<file path="src/inc/rx_path_regs.vh">
// register offsets, field positions, reset values and counts of the path block
`ifndef RX_PATH_REGS_VH
`define RX_PATH_REGS_VH
// register byte offsets
`define OFF_CFG 8'h00
`define OFF_STAT 8'h04
`define OFF_EVT 8'h08
`define OFF_PTR 8'h0C
`define OFF_CMD 8'h10
`define OFF_B3H 8'h14
`define OFF_FEBEH 8'h18
// configuration fields
`define CFG_SS 0
`define CFG_SPACE 1
`define CFG_ILLEGAL 2
`define CFG_RDI_LONG 3
`define CFG_RESET 4'h7
// event bit positions
`define EV_INV 0
`define EV_BADNDF 1
`define EV_NEW 2
`define EV_JUMP 3
`define EV_ILLEGAL 4
`define EV_INC 5
`define EV_DEC 6
`define EV_NDF 7
`define EV_AIS 8
// pointer and frame figures
`define OFF_MAX 10'h30E
`define SS_SDH 2'h2
`define AIS_N 4'h3
`define INV_N 4'h8
`define NDF_N 4'h8
`define NEW_N 4'h3
`define SPACING 3'h3
`define FAR_END_ERROR_COUNT_MAX 4'h8
`define SPE_COLS 7'h57
`define POH_ROWS 4'h9
`define ROW_B3 4'h1
`define ROW_G1 4'h3
`define RDI_SHORT 4'h5
`define RDI_LONG 4'hA
`endif

</file>
<file path="src/design/remote_defect_filter.v">
// persistence filter for one remote defect bit of the path status byte
`default_nettype none
module remote_defect_filter (
    input wire pclk,
    input wire presetn,
    input wire sample,
    input wire bit_in,
    input wire long_sel,
    output reg defect_q
);
`include "rx_path_regs.vh"
    reg [3:0] run_q; // frames that disagree with the present verdict
    wire [3:0] need = long_sel ? `RDI_LONG : `RDI_SHORT;

    // flip the verdict after need disagreeing frames in a row
    always @(posedge pclk or negedge presetn) begin
        if (!presetn) begin
            run_q <= 4'h0;
            defect_q <= 1'b0;
        end else if (sample) begin
            if (bit_in == defect_q) begin
                run_q <= 4'h0; // agreement breaks the run
            end else if (run_q + 4'h1 >= need) begin
                run_q <= 4'h0;
                defect_q <= bit_in;
            end else begin
                run_q <= run_q + 4'h1;
            end
        end
    end
endmodule
`default_nettype wire

</file>
<file path="src/design/poh_serialiser.v">
// path overhead byte store and serial output paced by the overhead clock
`default_nettype none
module poh_serialiser (
    input wire pclk,
    input wire presetn,
    input wire link_clk,
    input wire load,
    input wire [3:0] load_idx,
    input wire [7:0] load_byte,
    output reg ser_q,
    output reg mark_q
);
`include "rx_path_regs.vh"
    reg [7:0] mem [0:8]; // nine overhead bytes of the latest frame
    integer j; // store row
    reg s1_q; // first sync stage, read only by s2_q
    reg s2_q;
    reg s3_q; // delayed copy for edge finding
    reg [3:0] rd_q; // byte being shifted
    reg [2:0] bit_q; // bit being shifted, 0 is msb
    wire fall = s3_q & ~s2_q;

    // store bytes, sync the overhead clock and shift on its fall
    always @(posedge pclk or negedge presetn) begin
        if (!presetn) begin
            for (j = 0; j < `POH_ROWS; j = j + 1) begin
                mem[j] <= 8'h00; // line reads 0 until loaded
            end
            s1_q <= 1'b0;
            s2_q <= 1'b0;
            s3_q <= 1'b0;
            rd_q <= 4'h0;
            bit_q <= 3'h0;
            ser_q <= 1'b0;
            mark_q <= 1'b0;
        end else begin
            if (load && load_idx < `POH_ROWS) begin
                mem[load_idx] <= load_byte;
            end
            s1_q <= link_clk;
            s2_q <= s1_q;
            s3_q <= s2_q;
            if (fall) begin
                ser_q <= mem[rd_q][3'h7 - bit_q];
                mark_q <= (rd_q == 4'h0) && (bit_q == 3'h0);
                bit_q <= bit_q + 3'h1;
                if (bit_q == 3'h7) begin
                    rd_q <= (rd_q == `POH_ROWS - 4'h1) ? 4'h0 : rd_q + 4'h1;
                end
            end
        end
    end
endmodule
`default_nettype wire

</file>
<file path="src/design/receive_path_pointer_processor.v">
// receive path pointer interpreter, timeslot, error monitor and apb regs
//
// Design decisions made here: the register addresses and the APB interface to the registers.
`default_nettype none
// Behaviour
// - five flag codes count as enabled
// - five flag codes count as disabled
// - other six codes: invalid pointer, bad flag
// - enabled flag, size ok, offset in range
// - disabled flag, size ok, offset equals active
// - both pointer bytes all ones: alarm indication
// - inc/dec by majority, spaced over three frames
// - new offset in range, also invalid
// - size bits 10, checking optional
// - three alarm indications enter alarm state
// - eight invalid or enabled enter pointer loss
// - three equal new pointers win over eight
// - three equal pointers clear pointer loss
// - alarm clears on three equal or enabled
// - state change clears all run counters
// - third equal new: jump, load, readable
// - flag close inc/dec as illegal, optional
// - timeslot counter aligned by first envelope byte
// - two 16-bit error counters, latched on command
// - far-end field above eight counts zero
// - remote defect bits filtered five or ten
// - overhead serial out on overhead clock fall
module receive_path_pointer_processor (
    input wire pclk,
    input wire presetn,
    input wire [7:0] paddr,
    input wire psel,
    input wire penable,
    input wire pwrite,
    input wire [31:0] pwdata,
    output reg [31:0] prdata,
    output reg pready,
    output reg pslverr,
    input wire ptr_valid,
    input wire [7:0] ptr_h1,
    input wire [7:0] ptr_h2,
    input wire spe_valid,
    input wire [7:0] spe_byte,
    input wire spe_j1,
    input wire path_overhead_clock,
    output reg pointer_loss,
    output reg path_alarm_out,
    output reg alignment_jump_event,
    output wire path_remote_defect,
    output wire aux_path_remote_defect,
    output reg poh_mark,
    output reg payload_mark,
    output wire path_overhead_serial_out,
    output wire path_overhead_frame_mark
);
`include "rx_path_regs.vh"
    // one-hot pointer states
    localparam [2:0] ST_NORM = 3'b001;
    localparam [2:0] ST_ALARM = 3'b010;
    localparam [2:0] ST_LOST = 3'b100;

    // count of set bits in a byte
    function [3:0] pop8;
        input [7:0] v;
        integer k;
        begin
            pop8 = 4'h0;
            for (k = 0; k < 8; k = k + 1) begin
                pop8 = pop8 + {3'h0, v[k]};
            end
        end
    endfunction

    // saturating add of a small count to a 16-bit counter
    function [15:0] sat_add;
        input [15:0] a;
        input [3:0] b;
        reg [16:0] s;
        begin
            s = {1'b0, a} + {13'h0, b};
            sat_add = s[16] ? 16'hFFFF : s[15:0];
        end
    endfunction

    reg [2:0] state_q; // pointer state
    reg [2:0] state_d;
    reg [9:0] active_q; // accepted offset
    reg [9:0] active_d;
    reg act_ok_q; // active offset defined
    reg act_ok_d;
    reg [3:0] cnt_ais_q; // consecutive run counters
    reg [3:0] cnt_inv_q;
    reg [3:0] cnt_ndf_q;
    reg [3:0] cnt_new_q;
    reg [9:0] new_off_q; // offset of the new pointer run
    reg [2:0] since_q; // frames since last ndf/inc/dec
    reg jump_d;
    reg [3:0] cfg_q; // configuration register
    reg [8:0] ev_q; // sticky event flags
    reg [15:0] b3_cnt_q; // running error counters
    reg [15:0] far_end_error_count_cnt_q;
    reg [15:0] b3_hold_q; // latched copies
    reg [15:0] far_end_error_count_hold_q;
    reg [7:0] par_q; // parity of the frame in progress
    reg [7:0] last_par_q; // parity of the previous frame
    reg [6:0] col_q; // timeslot column of next byte
    reg [3:0] row_q; // timeslot row of next byte
    reg [31:0] rd_d;
    reg hit_d;

    // pointer fields
    wire [3:0] nib = ptr_h1[7:4];
    wire [9:0] off = {ptr_h1[1:0], ptr_h2};
    wire ndf_on = nib == 4'h9 || nib == 4'h1 || nib == 4'hD ||
        nib == 4'hB || nib == 4'h8;
    wire ndf_off = nib == 4'h6 || nib == 4'hE || nib == 4'h2 ||
        nib == 4'h4 || nib == 4'h7;
    wire ss_ok = !cfg_q[`CFG_SS] || ptr_h1[3:2] == `SS_SDH;
    wire in_rng = off <= `OFF_MAX;
    wire same = act_ok_q && off == active_q;
    wire [9:0] flip = off ^ active_q;
    wire i_maj = pop8({3'h0, flip[9], flip[7], flip[5], flip[3],
        flip[1]}) >= 4'h3;
    wire d_maj = pop8({3'h0, flip[8], flip[6], flip[4], flip[2],
        flip[0]}) >= 4'h3;
    wire spaced = since_q >= `SPACING;
    wire dis_ok = ndf_off && ss_ok;
    // indications of this frame
    wire e_ais = ptr_h1 == 8'hFF && ptr_h2 == 8'hFF;
    wire e_ndf = ndf_on && ss_ok && in_rng;
    wire e_norm = dis_ok && same;
    wire raw_inc = dis_ok && act_ok_q && i_maj && !d_maj;
    wire raw_dec = dis_ok && act_ok_q && d_maj && !i_maj;
    wire e_inc = raw_inc && (spaced || !cfg_q[`CFG_SPACE]);
    wire e_dec = raw_dec && (spaced || !cfg_q[`CFG_SPACE]);
    wire e_inv = !(e_norm || e_ndf || e_ais || e_inc || e_dec);
    wire e_new = dis_ok && in_rng && !same && !e_inc && !e_dec;
    wire e_bad = !ndf_on && !ndf_off;
    wire e_ill = (raw_inc || raw_dec) && !spaced &&
        cfg_q[`CFG_ILLEGAL];
    wire eq_new = e_new && cnt_new_q != 4'h0 && off == new_off_q;
    wire eq3 = eq_new && cnt_new_q == `NEW_N - 4'h1;
    wire inv8 = e_inv && cnt_inv_q == `INV_N - 4'h1;
    wire ais3 = e_ais && cnt_ais_q == `AIS_N - 4'h1;
    wire ndf8 = e_ndf && cnt_ndf_q == `NDF_N - 4'h1;
    wire chg = state_d != state_q;

    // next pointer state and offset, three equal new pointers first
    always @* begin
        state_d = state_q;
        active_d = active_q;
        act_ok_d = act_ok_q;
        jump_d = 1'b0;
        if (ptr_valid) begin
            case (state_q)
                ST_NORM: begin
                    if (eq3) begin
                        active_d = off;
                        jump_d = 1'b1;
                    end else if (inv8 || ndf8) begin
                        state_d = ST_LOST;
                    end else if (ais3) begin
                        state_d = ST_ALARM;
                    end else if (e_ndf) begin
                        active_d = off;
                    end else if (e_inc) begin
                        active_d = (active_q == `OFF_MAX) ? 10'h000 :
                            active_q + 10'h001;
                    end else if (e_dec) begin
                        active_d = (active_q == 10'h000) ? `OFF_MAX :
                            active_q - 10'h001;
                    end
                end
                ST_ALARM: begin
                    if (eq3 || e_ndf) begin
                        state_d = ST_NORM;
                        active_d = off;
                        jump_d = eq3;
                    end else if (inv8) begin
                        state_d = ST_LOST;
                    end
                end
                ST_LOST: begin
                    if (eq3) begin
                        state_d = ST_NORM;
                        active_d = off;
                        jump_d = 1'b1;
                    end else if (ais3) begin
                        state_d = ST_ALARM;
                    end
                end
                default: begin
                    state_d = ST_LOST;
                end
            endcase
            act_ok_d = state_d == ST_NORM;
        end
    end

    // pointer state, offset and consecutive run counters
    always @(posedge pclk or negedge presetn) begin
        if (!presetn) begin
            state_q <= ST_LOST;
            active_q <= 10'h000;
            act_ok_q <= 1'b0;
            cnt_ais_q <= 4'h0;
            cnt_inv_q <= 4'h0;
            cnt_ndf_q <= 4'h0;
            cnt_new_q <= 4'h0;
            new_off_q <= 10'h000;
            since_q <= `SPACING;
            pointer_loss <= 1'b1;
            path_alarm_out <= 1'b0;
            alignment_jump_event <= 1'b0;
        end else begin
            alignment_jump_event <= jump_d;
            if (ptr_valid) begin
                state_q <= state_d;
                active_q <= active_d;
                act_ok_q <= act_ok_d;
                pointer_loss <= state_d == ST_LOST;
                path_alarm_out <= state_d == ST_ALARM;
                new_off_q <= off;
                if (e_ndf || e_inc || e_dec) begin
                    since_q <= 3'h0;
                end else if (since_q != `SPACING) begin
                    since_q <= since_q + 3'h1;
                end
                if (chg) begin
                    cnt_ais_q <= 4'h0;
                    cnt_inv_q <= 4'h0;
                    cnt_ndf_q <= 4'h0;
                    cnt_new_q <= 4'h0;
                end else begin
                    cnt_ais_q <= e_ais ? cnt_ais_q + 4'h1 : 4'h0;
                    cnt_inv_q <= e_inv ? cnt_inv_q + 4'h1 : 4'h0;
                    cnt_ndf_q <= e_ndf ? cnt_ndf_q + 4'h1 : 4'h0;
                    if (eq3) begin
                        cnt_new_q <= 4'h0; // run restarts after the jump
                    end else if (eq_new) begin
                        cnt_new_q <= cnt_new_q + 4'h1;
                    end else begin
                        cnt_new_q <= e_new ? 4'h1 : 4'h0;
                    end
                end
            end
        end
    end

    // timeslot of the incoming envelope byte
    wire [6:0] cur_col = spe_j1 ? 7'h00 : col_q;
    wire [3:0] cur_row = spe_j1 ? 4'h0 : row_q;
    wire is_poh = cur_col == 7'h00;
    wire poh_byte = spe_valid && is_poh;
    wire b3_byte = poh_byte && cur_row == `ROW_B3;
    wire g1_byte = poh_byte && cur_row == `ROW_G1;
    wire [3:0] b3_err = b3_byte ? pop8(spe_byte ^ last_par_q) : 4'h0;
    wire [3:0] far_end_error_count_err = (g1_byte && spe_byte[7:4] <= `FAR_END_ERROR_COUNT_MAX) ?
        spe_byte[7:4] : 4'h0;

    // free running column and row counter, realigned by j1
    always @(posedge pclk or negedge presetn) begin
        if (!presetn) begin
            col_q <= 7'h00;
            row_q <= 4'h0;
            poh_mark <= 1'b0;
            payload_mark <= 1'b0;
            par_q <= 8'h00;
            last_par_q <= 8'h00;
        end else begin
            poh_mark <= poh_byte;
            payload_mark <= spe_valid && !is_poh;
            if (spe_valid) begin
                if (cur_col == `SPE_COLS - 7'h01) begin
                    col_q <= 7'h00;
                    row_q <= (cur_row == `POH_ROWS - 4'h1) ? 4'h0 :
                        cur_row + 4'h1;
                end else begin
                    col_q <= cur_col + 7'h01;
                    row_q <= cur_row;
                end
                if (spe_j1) begin
                    last_par_q <= par_q;
                    par_q <= spe_byte;
                end else begin
                    par_q <= par_q ^ spe_byte;
                end
            end
        end
    end

    // apb handshake terms
    wire acc = psel && penable && pready;
    wire wr = acc && pwrite;
    wire wr_cmd = wr && paddr == `OFF_CMD;
    wire [8:0] ev_new = {ptr_valid && e_ais, ptr_valid && e_ndf,
        ptr_valid && e_dec, ptr_valid && e_inc, ptr_valid && e_ill,
        jump_d, ptr_valid && e_new && !eq3, ptr_valid && e_bad,
        ptr_valid && e_inv};
    wire [8:0] ev_clr = (wr && paddr == `OFF_EVT) ? pwdata[8:0] : 9'h000;

    // error counters with latch on command, no event lost in the latch cycle
    always @(posedge pclk or negedge presetn) begin
        if (!presetn) begin
            b3_cnt_q <= 16'h0000;
            far_end_error_count_cnt_q <= 16'h0000;
            b3_hold_q <= 16'h0000;
            far_end_error_count_hold_q <= 16'h0000;
        end else if (wr_cmd) begin
            b3_hold_q <= b3_cnt_q;
            far_end_error_count_hold_q <= far_end_error_count_cnt_q;
            b3_cnt_q <= sat_add(16'h0000, b3_err);
            far_end_error_count_cnt_q <= sat_add(16'h0000, far_end_error_count_err);
        end else begin
            b3_cnt_q <= sat_add(b3_cnt_q, b3_err);
            far_end_error_count_cnt_q <= sat_add(far_end_error_count_cnt_q, far_end_error_count_err);
        end
    end

    // read mux and address decode
    always @* begin
        rd_d = 32'h0000_0000;
        hit_d = 1'b1;
        case (paddr)
            `OFF_CFG: rd_d[3:0] = cfg_q;
            `OFF_STAT: rd_d[6:0] = {state_q, aux_path_remote_defect,
                path_remote_defect, path_alarm_out, pointer_loss};
            `OFF_EVT: rd_d[8:0] = ev_q;
            `OFF_PTR: rd_d[15:0] = {act_ok_q, 5'h00, active_q};
            `OFF_CMD: rd_d = 32'h0000_0000;
            `OFF_B3H: rd_d[15:0] = b3_hold_q;
            `OFF_FEBEH: rd_d[15:0] = far_end_error_count_hold_q;
            default: hit_d = 1'b0;
        endcase
    end

    // apb slave with one wait state, config and sticky events
    always @(posedge pclk or negedge presetn) begin
        if (!presetn) begin
            pready <= 1'b0;
            prdata <= 32'h0000_0000;
            pslverr <= 1'b0;
            cfg_q <= `CFG_RESET;
            ev_q <= 9'h000;
        end else begin
            if (psel && penable && !pready) begin
                pready <= 1'b1;
                prdata <= pwrite ? 32'h0000_0000 : rd_d;
                pslverr <= !hit_d;
            end else begin
                pready <= 1'b0;
                pslverr <= 1'b0;
            end
            if (wr && paddr == `OFF_CFG) begin
                cfg_q <= pwdata[3:0];
            end
            ev_q <= (ev_q & ~ev_clr) | ev_new;
        end
    end

    // remote defect filters sampled once a frame at the status byte
    remote_defect_filter u_rdi (
        .pclk(pclk),
        .presetn(presetn),
        .sample(g1_byte),
        .bit_in(spe_byte[3]),
        .long_sel(cfg_q[`CFG_RDI_LONG]),
        .defect_q(path_remote_defect)
    );

    remote_defect_filter u_aux_rdi (
        .pclk(pclk),
        .presetn(presetn),
        .sample(g1_byte),
        .bit_in(spe_byte[2]),
        .long_sel(cfg_q[`CFG_RDI_LONG]),
        .defect_q(aux_path_remote_defect)
    );

    // overhead bytes serialised on the overhead clock
    poh_serialiser u_ser (
        .pclk(pclk),
        .presetn(presetn),
        .link_clk(path_overhead_clock),
        .load(poh_byte),
        .load_idx(cur_row),
        .load_byte(spe_byte),
        .ser_q(path_overhead_serial_out),
        .mark_q(path_overhead_frame_mark)
    );
endmodule
`default_nettype wire

</file>
<file path="config.mk">
export PLATFORM = sky130hd
export DESIGN_NAME = receive_path_pointer_processor
export DESIGN_NICKNAME = d
export VERILOG_FILES = /design/src/design/remote_defect_filter.v /design/src/design/poh_serialiser.v /design/src/design/receive_path_pointer_processor.v
export VERILOG_INCLUDE_DIRS = /design/src /design/src/inc
export SDC_FILE = /design/constraint.sdc
export NUM_CORES = 1
export LEC_CHECK = 0
export BUFFER_PORTS_ARGS = -buffer_cell sky130_fd_sc_hd__buf_2
export CORE_ASPECT_RATIO = 1.5
export CORE_UTILIZATION = 55
export CTS_CLUSTER_SIZE = 25
export DETAILED_ROUTE_END_ITERATION = 10
export HOLD_SLACK_MARGIN = 0.08
export PLACE_DENSITY = 0.85
export SYNTH_ARGS = -nofsm -noshare
export SYNTH_HDL_FRONTEND = slang
export SYNTH_SLANG_ARGS = --single-unit
export TNS_END_PERCENT = 1
</file>
<file path="constraint.sdc">
create_clock -name pclk -period 4.23 [get_ports pclk]
set_input_delay 1.0575 -clock pclk [delete_from_list [all_inputs] [get_ports pclk]]
set_output_delay 1.0575 -clock pclk [all_outputs]
set_load 0.1 [all_outputs]
</file>
# After elaboration in Yosys (flattened, before gate mapping)
# Index checks and enable logic that the tools add are counted.
# totals
reg_bits,280
out_inout_bits,43
word_cells,320
# op_classes
add_sub_neg,31
magnitude_cmp,12
eq_ne,47
mux,71
bitwise,12
n_reduce_logical,100
# op_table
operator,count
two-way mux 10 bit,10
two-way mux 16 bit,5
two-way mux 4 bit,20
bitwise mux 72 bit,1
logical AND 1 bit,50
adder 16 x 4 -> 17 bit,2
"adder 4 x 1 -> 4 bit, second input constant",8
binary-select mux 8 bit (select 4 bit),1
demux 8 bit (select 4 bit),1
two-way mux 8 bit,4
two-way mux 3 bit,10
one-hot mux 10 bit (3 select lines),1
"equality test 4 bit, second input constant",7
adder 4 x 1 -> 4 bit,6
"equality test 8 x 5 -> 1 bit, second input constant",3
one-hot mux 4 bit (6 select lines),1
one-hot mux 7 bit (3 select lines),1
equality test 10 bit,2
"equality test 4 x 3 -> 1 bit, second input constant",5
logical OR 1 bit,19
"equality test 4 x 2 -> 1 bit, second input constant",4
"equality test 8 x 4 -> 1 bit, second input constant",2
"equality test 8 bit, second input constant",2
bitwise XOR 8 bit,2
other kinds (60),106

# Depth between registers and ports, before layout
# depth
ltp_word,23
depth_mapped,23
ltp_nobuf,20

# Cells and area by module
# From an unflattened synthesis, not the netlist that was laid out.
# unflattened
cells_unflattened,1373
hier_area_um2,14561.5
# modules_own_cells
module,n_inst,cells_per_inst,area_each_um2,seq_area_each_um2
receive_path_pointer_processor,1,1028,9950.8,4262.8
poh_serialiser,1,271,3885.0,2102.0
remote_defect_filter,2,37,362.8,125.1

# Worst setup path before layout
# Ideal clock, no wire load.
# synth_path
kind,input-to-reg
from,in spe_byte[1]
to,reg b3_cnt_q[0]
setup_time_ns,0.071
t_arrival_ns,5.515
slack_ns,-1.357
stages,19
n_path_buf,2
cell_sequence,clkbuf_1 > xor2_1 > fa_1 > fa_1 > fa_1 > ha_1 > fa_1 > nand2_1 > fa_1 > nor2b_1 > o21ai_0 > nand2b_1 > nand3_1 > nor2_1 > nand2_1 > nor2_1 > clkbuf_1 > nor3_1 > nor2_1
# synth_via
elab_chain_cells,12
# synth_rtl
item,line_no,source
from (decl),receive_path_pointer_processor.v:43,"input wire [7:0] spe_byte,"
bitwise XOR 8 bit (*),receive_path_pointer_processor.v:257,wire [3:0] b3_err = b3_byte ? pop8(spe_byte ^ last_par_q) : 4'h0;
adder 1 x 1 -> 2 bit (*),receive_path_pointer_processor.v:69,"pop8 = pop8 + {3'h0, v[k]};"
adder 2 x 1 -> 3 bit (*),receive_path_pointer_processor.v:69,
adder 3 x 1 -> 4 bit (*),receive_path_pointer_processor.v:69,
adder 4 x 1 -> 4 bit (*) (4 in a row),receive_path_pointer_processor.v:69,
two-way mux 4 bit (*),receive_path_pointer_processor.v:257,
adder 16 x 4 -> 17 bit,receive_path_pointer_processor.v:80,"s = {1'b0, a} + {13'h0, b};"
two-way mux 16 bit,receive_path_pointer_processor.v:81,sat_add = s[16] ? 16'hFFFF : s[15:0];
two-way mux 16 bit (*),receive_path_pointer_processor.v:309,end else if (wr_cmd) begin
to (signal assigned),receive_path_pointer_processor.v:312,"b3_cnt_q <= sat_add(16'h0000, b3_err);"
to (signal assigned),receive_path_pointer_processor.v:315,"b3_cnt_q <= sat_add(b3_cnt_q, b3_err);"
to (decl),receive_path_pointer_processor.v:100,reg [15:0] b3_cnt_q;
# Every way passes the cells marked *; elsewhere a longest branch is shown, timed or not.
# A chain may end at the register's enable or synchronous reset.

# Worst setup path after layout
# layout_path
from,in spe_byte[3]
to,reg b3_cnt_q[1]
# layout_via
elab_chain_cells,10
# layout_rtl
item,line_no
bitwise XOR 8 bit (*),receive_path_pointer_processor.v:257
adder 3 x 1 -> 4 bit (*),receive_path_pointer_processor.v:69
adder 4 x 1 -> 4 bit (*) (4 in a row),receive_path_pointer_processor.v:69
two-way mux 4 bit (*),receive_path_pointer_processor.v:257
adder 16 x 4 -> 17 bit,receive_path_pointer_processor.v:80
two-way mux 16 bit,receive_path_pointer_processor.v:81
two-way mux 16 bit (*),receive_path_pointer_processor.v:309
# Marked as above.

==> metrics.md <==
| Metric | Value |
|---|---|
| Multi-input logic area | 0.007512 mm2 |
| Diode count | 0 |
| Max-slew headroom | 0.3618 |
| Hold Fails Final Rpt | 0 |
| Total power | 6690 uW |
| NumNets Final | 1,704 |
| CTS clock-pin slew for the worst setup and hold paths | 0.07 ns |
| Via-to-Cell Ratio | 6.001 |
| Synth Register Bits | 264 |
| Setup WS post-layout | -0.4374 ns |
| Final ANT Viol Nets | 0 |
| Highest net fanout along the worst path | 4 |
| Antenna violations before repair | 0 |
| WL/cell | 18.77 um |
| Post-Synth XOR/XNOR Area | 0.03743 |
| Slowest cell on the critical path | fa_1 |
| Setup-failing EPs final | 16 |
| Post-Route WL | 36,190 um |
| Tot GR Track Use | 0.2744 |
| Synth async-reset ratio | 1.000 |
| Post-synth EDFFs | 0 |
| Period utilization | 1.103 |
| Worst path cell trace | buf_6, xor2_2, fa_1, fa_1, fa_1, ha_2, fa_2, nand2_4, fa_2, nor2b_1, o21ai_1, nand2b_1, nand3_2, nor2_4, nand2_2, nor2_4, buf_4, nor3b_1, a21oi_1 |
| Chip width | 134.6 um |
| Initial Util | 0.5611 |
| Tmin final | 4.667 ns |
| Num CTS Buffers | 26 |
| Crit. End Element | register |
| Vias | 11,570 |
| Clock Sinks | 264 |
| Slew @ Worst Pin | 0.9573 ns |
| Vias in the first global route | 12,260 |
| Count leader, synth | nand2_1 |
| Port Buf Inserts | 76 |
| Layout fillers | 1,878 |
| DRC Markers | 0 |
| Total of max-cap violations | 0 |
| Fin. max-slew vios | 0 |
| Status | finished with violations |
| TritonCTS clock tree | yes |
| Yosys cell types | 94 |
| Ys flop type | dfrtp_1 |
| Row cnt | 72 |
| HP Class | register to register |
| DP HPWL | 25,440 um |
| Critical Path AT | 5.15 ns |
| Maximum clock path buffer count | 3 |
| Cell area after synthesis | 0.01451 mm2 |
| Seq/Total Area, Yosys | 0.4560 |
| Pre-antenna DRT Iters | 5 |
| Post-Synth Simple-Gate Area | 0.1695 |
| Core footprint | 0.02585 mm2 |
| Layout cell share with drive strength beyond 1 | 0.2596 |
| Area delta synth->final | 16.57% |
| Crit-path most repeated cell | fa_1 |
| Root Buffer | clkbuf_16 |
| Synth top area share | 0.4433 |
| Leakage | 0.008232 uW |
| Largest net degree at the start of global routing | 85 |
| Max Freq | 0.2143 GHz |
| Yosys top cell by area | dfrtp_1 |
| Overflow after GRT | 0 |
| Setup TNS | -5.836 ns |
| Cell count after synthesis | 1,423 |
| Largest family of logic cells by synthesized area | simple AND/OR/NAND/NOR gates |
| Largest cells by area after synthesis | dfrtp_1 (44%), mux2_2 (7.3%), nand2_1 (6.7%) |
| Clk Latency, worst-skew pair | 0.56 ns |
| # H-tree levels | 1 |
| RSZ-0062 raised after global routing | true |
| Avg Inst Size Synth | 10.20 um2 |
| Critical path class | primary input to register |
| Boundary pin count | 116 |
| Slowest cell delay on critical path | 0.57 ns |
| Failing checks | negative setup slack |
| Global-route wire length before repair | 59,480 um |
| Die area | 0.02704 mm2 |
| CP required | 4.71 ns |
| P per Cell Area | 395.6 mW/mm2 |
| Yosys warning total | 0 |
| Seq. cell area | 0.006615 mm2 |
| Adder-cell share of the synthesized area | 0.05347 |
| Fin util | 0.6541 |
| Worst setup SP type | primary input |
| Die height | 200.9 um |
| Maximum VDD drop | 0.0003277 V |
| Clk_skew | 0.01966 ns |
| Post-synthesis mux area share | 0.1096 |
| Post-synth top cells | nand2_1 (258), dfrtp_1 (257), mux2_2 (94) |
| DR iter-0 viols | 664 |
| Gpl congestion | 0.8884 |
| Synth Area in Compound Gates | 0.1313 |
-- per-layer routing --
layer	wire, um	up-vias	part of all wire	track usage
met5	0	-	0	0
met4	1839	0	0.051	0.1461
met3	1858	125	0.051	0.04066
met2	18960	417	0.52	0.4939
met1	13540	5716	0.37	0.3094
li1	-	5312	-	-
-- worst max-delay path: cells and delay by family --
| family | cells | cell delay, ns |
|---|---|---|
| AND/OR/NAND/NOR | 8 | 0.84 |
| AO/OA/AOI/OAI | 2 | 0.24 |
| buffers and inverters | 2 | 0.24 |
| XOR/XNOR | 1 | 0.14 |
| adder cells (fa/ha/maj) | 6 | 2.62 |
-- report_power, final --
part	internal (uW)	total [uW]	switching (uW)
registers	2670	2830	167
clock network	1400	2420	1020
logic	632	1440	806
-- state kept, by name, indices dropped and copies added (netlist names), 7 cells and up --
name / flops
u_ser.mem: 72
b3_cnt_q: 16
b3_hold_q: 16
far_end_error_count_cnt_q: 16
far_end_error_count_hold_q: 16
prdata: 16
active_q: 10
new_off_q: 10
ev_q: 9
last_par_q: 8
par_q: 8
col_q: 7
-- final timing paths --
path	startpoint	to	slack (ns)	cells past startpoint
min	u_ser.s1_q$_DFF_PN0_	u_ser.s2_q$_DFF_PN0_	0.35	0
min reg2reg	u_ser.s1_q$_DFF_PN0_	u_ser.s2_q$_DFF_PN0_	0.35	0
max reg2reg	last_par_q[3]$_DFFE_PN0P_	b3_cnt_q[1]$_DFF_PN0_	-0.29	18
max in group asynchronous	presetn	prdata[11]$_DFFE_PN0P_	2.77	2
min in group asynchronous	presetn	cnt_ais_q[1]$_DFFE_PN0P_	0.49	1
max	spe_byte[3]	b3_cnt_q[1]$_DFF_PN0_	-0.44	19
-- logic make-up after synthesis --
| family | after synthesis |
|---|---|
| mux | 125 |
| fa+ha+maj | 56 |
| other cells | 1 |
| simple gates | 525 |
| buf+inv | 129 |
| flops | 264 |
| xor+xnor | 62 |
| compound gates | 261 |
-- cell usage in the layout, fill, tap and decap left out, types with 8 or more instances in the layout --
cell type and n:
xnor2_1 21, clkbuf_8 8, xor2_1 31, mux2_2 94, a22oi_1 22, inv_1 46
clkbuf_16 26, a22o_1 10, dfrtp_1 257, buf_2 73, nor2_1 76, o21ai_0 63
a21o_1 11, nor2b_1 10, ha_1 44, o2bb2ai_1 8, a221oi_1 8, a21oi_1 38
nand2b_1 28, o21a_1 8, and3_1 16, nand2_1 255, nand3_1 32, nor3_1 19
buf_4 109, a32o_1 11, conb_1 16, mux4_2 17, a31oi_1 10, nand4_1 22
-- repair_timing --
item | in CTS | in global routing
hold buffers | 0 | 0
hold endpoints to repair | 0 | 0
gates resized for setup | 8 | 22
endpoints found under the setup margin | 16 | 55
setup buffers | 0 | 1
cloned | 0 | 0
pin swaps | 5 | 7
-- stage by stage --
stage | instances | hold slack [ns] | cell area (um2) | setup slack [ns]
3_3_place_gp | 1879 | 0.3341 | 15850 | -0.8681
5_1_grt | 1928 | 0.3647 | 16910 | -0.6307
3_5_place_dp | 1879 | 0.3373 | 15850 | -1.001
4_1_cts | 1927 | 0.3519 | 16770 | -0.3935
2_1_floorplan | 1438 | 0.3312 | 14630 | -0.7872
6_report | 1928 | 0.3500 | 16910 | -0.4374
-- area by class of cell --
type	count	area share
Clock buffer	39	0.04609
Clock inverter	9	0.006733
Inverter	50	0.01191
Multi-Input combinational cell	1045	0.4442
Sequential cell	264	0.3912
Tap cell	333	0.02464
Timing Repair Buffer	188	0.07524
Note: power is estimated with default switching activity, not from simulation.
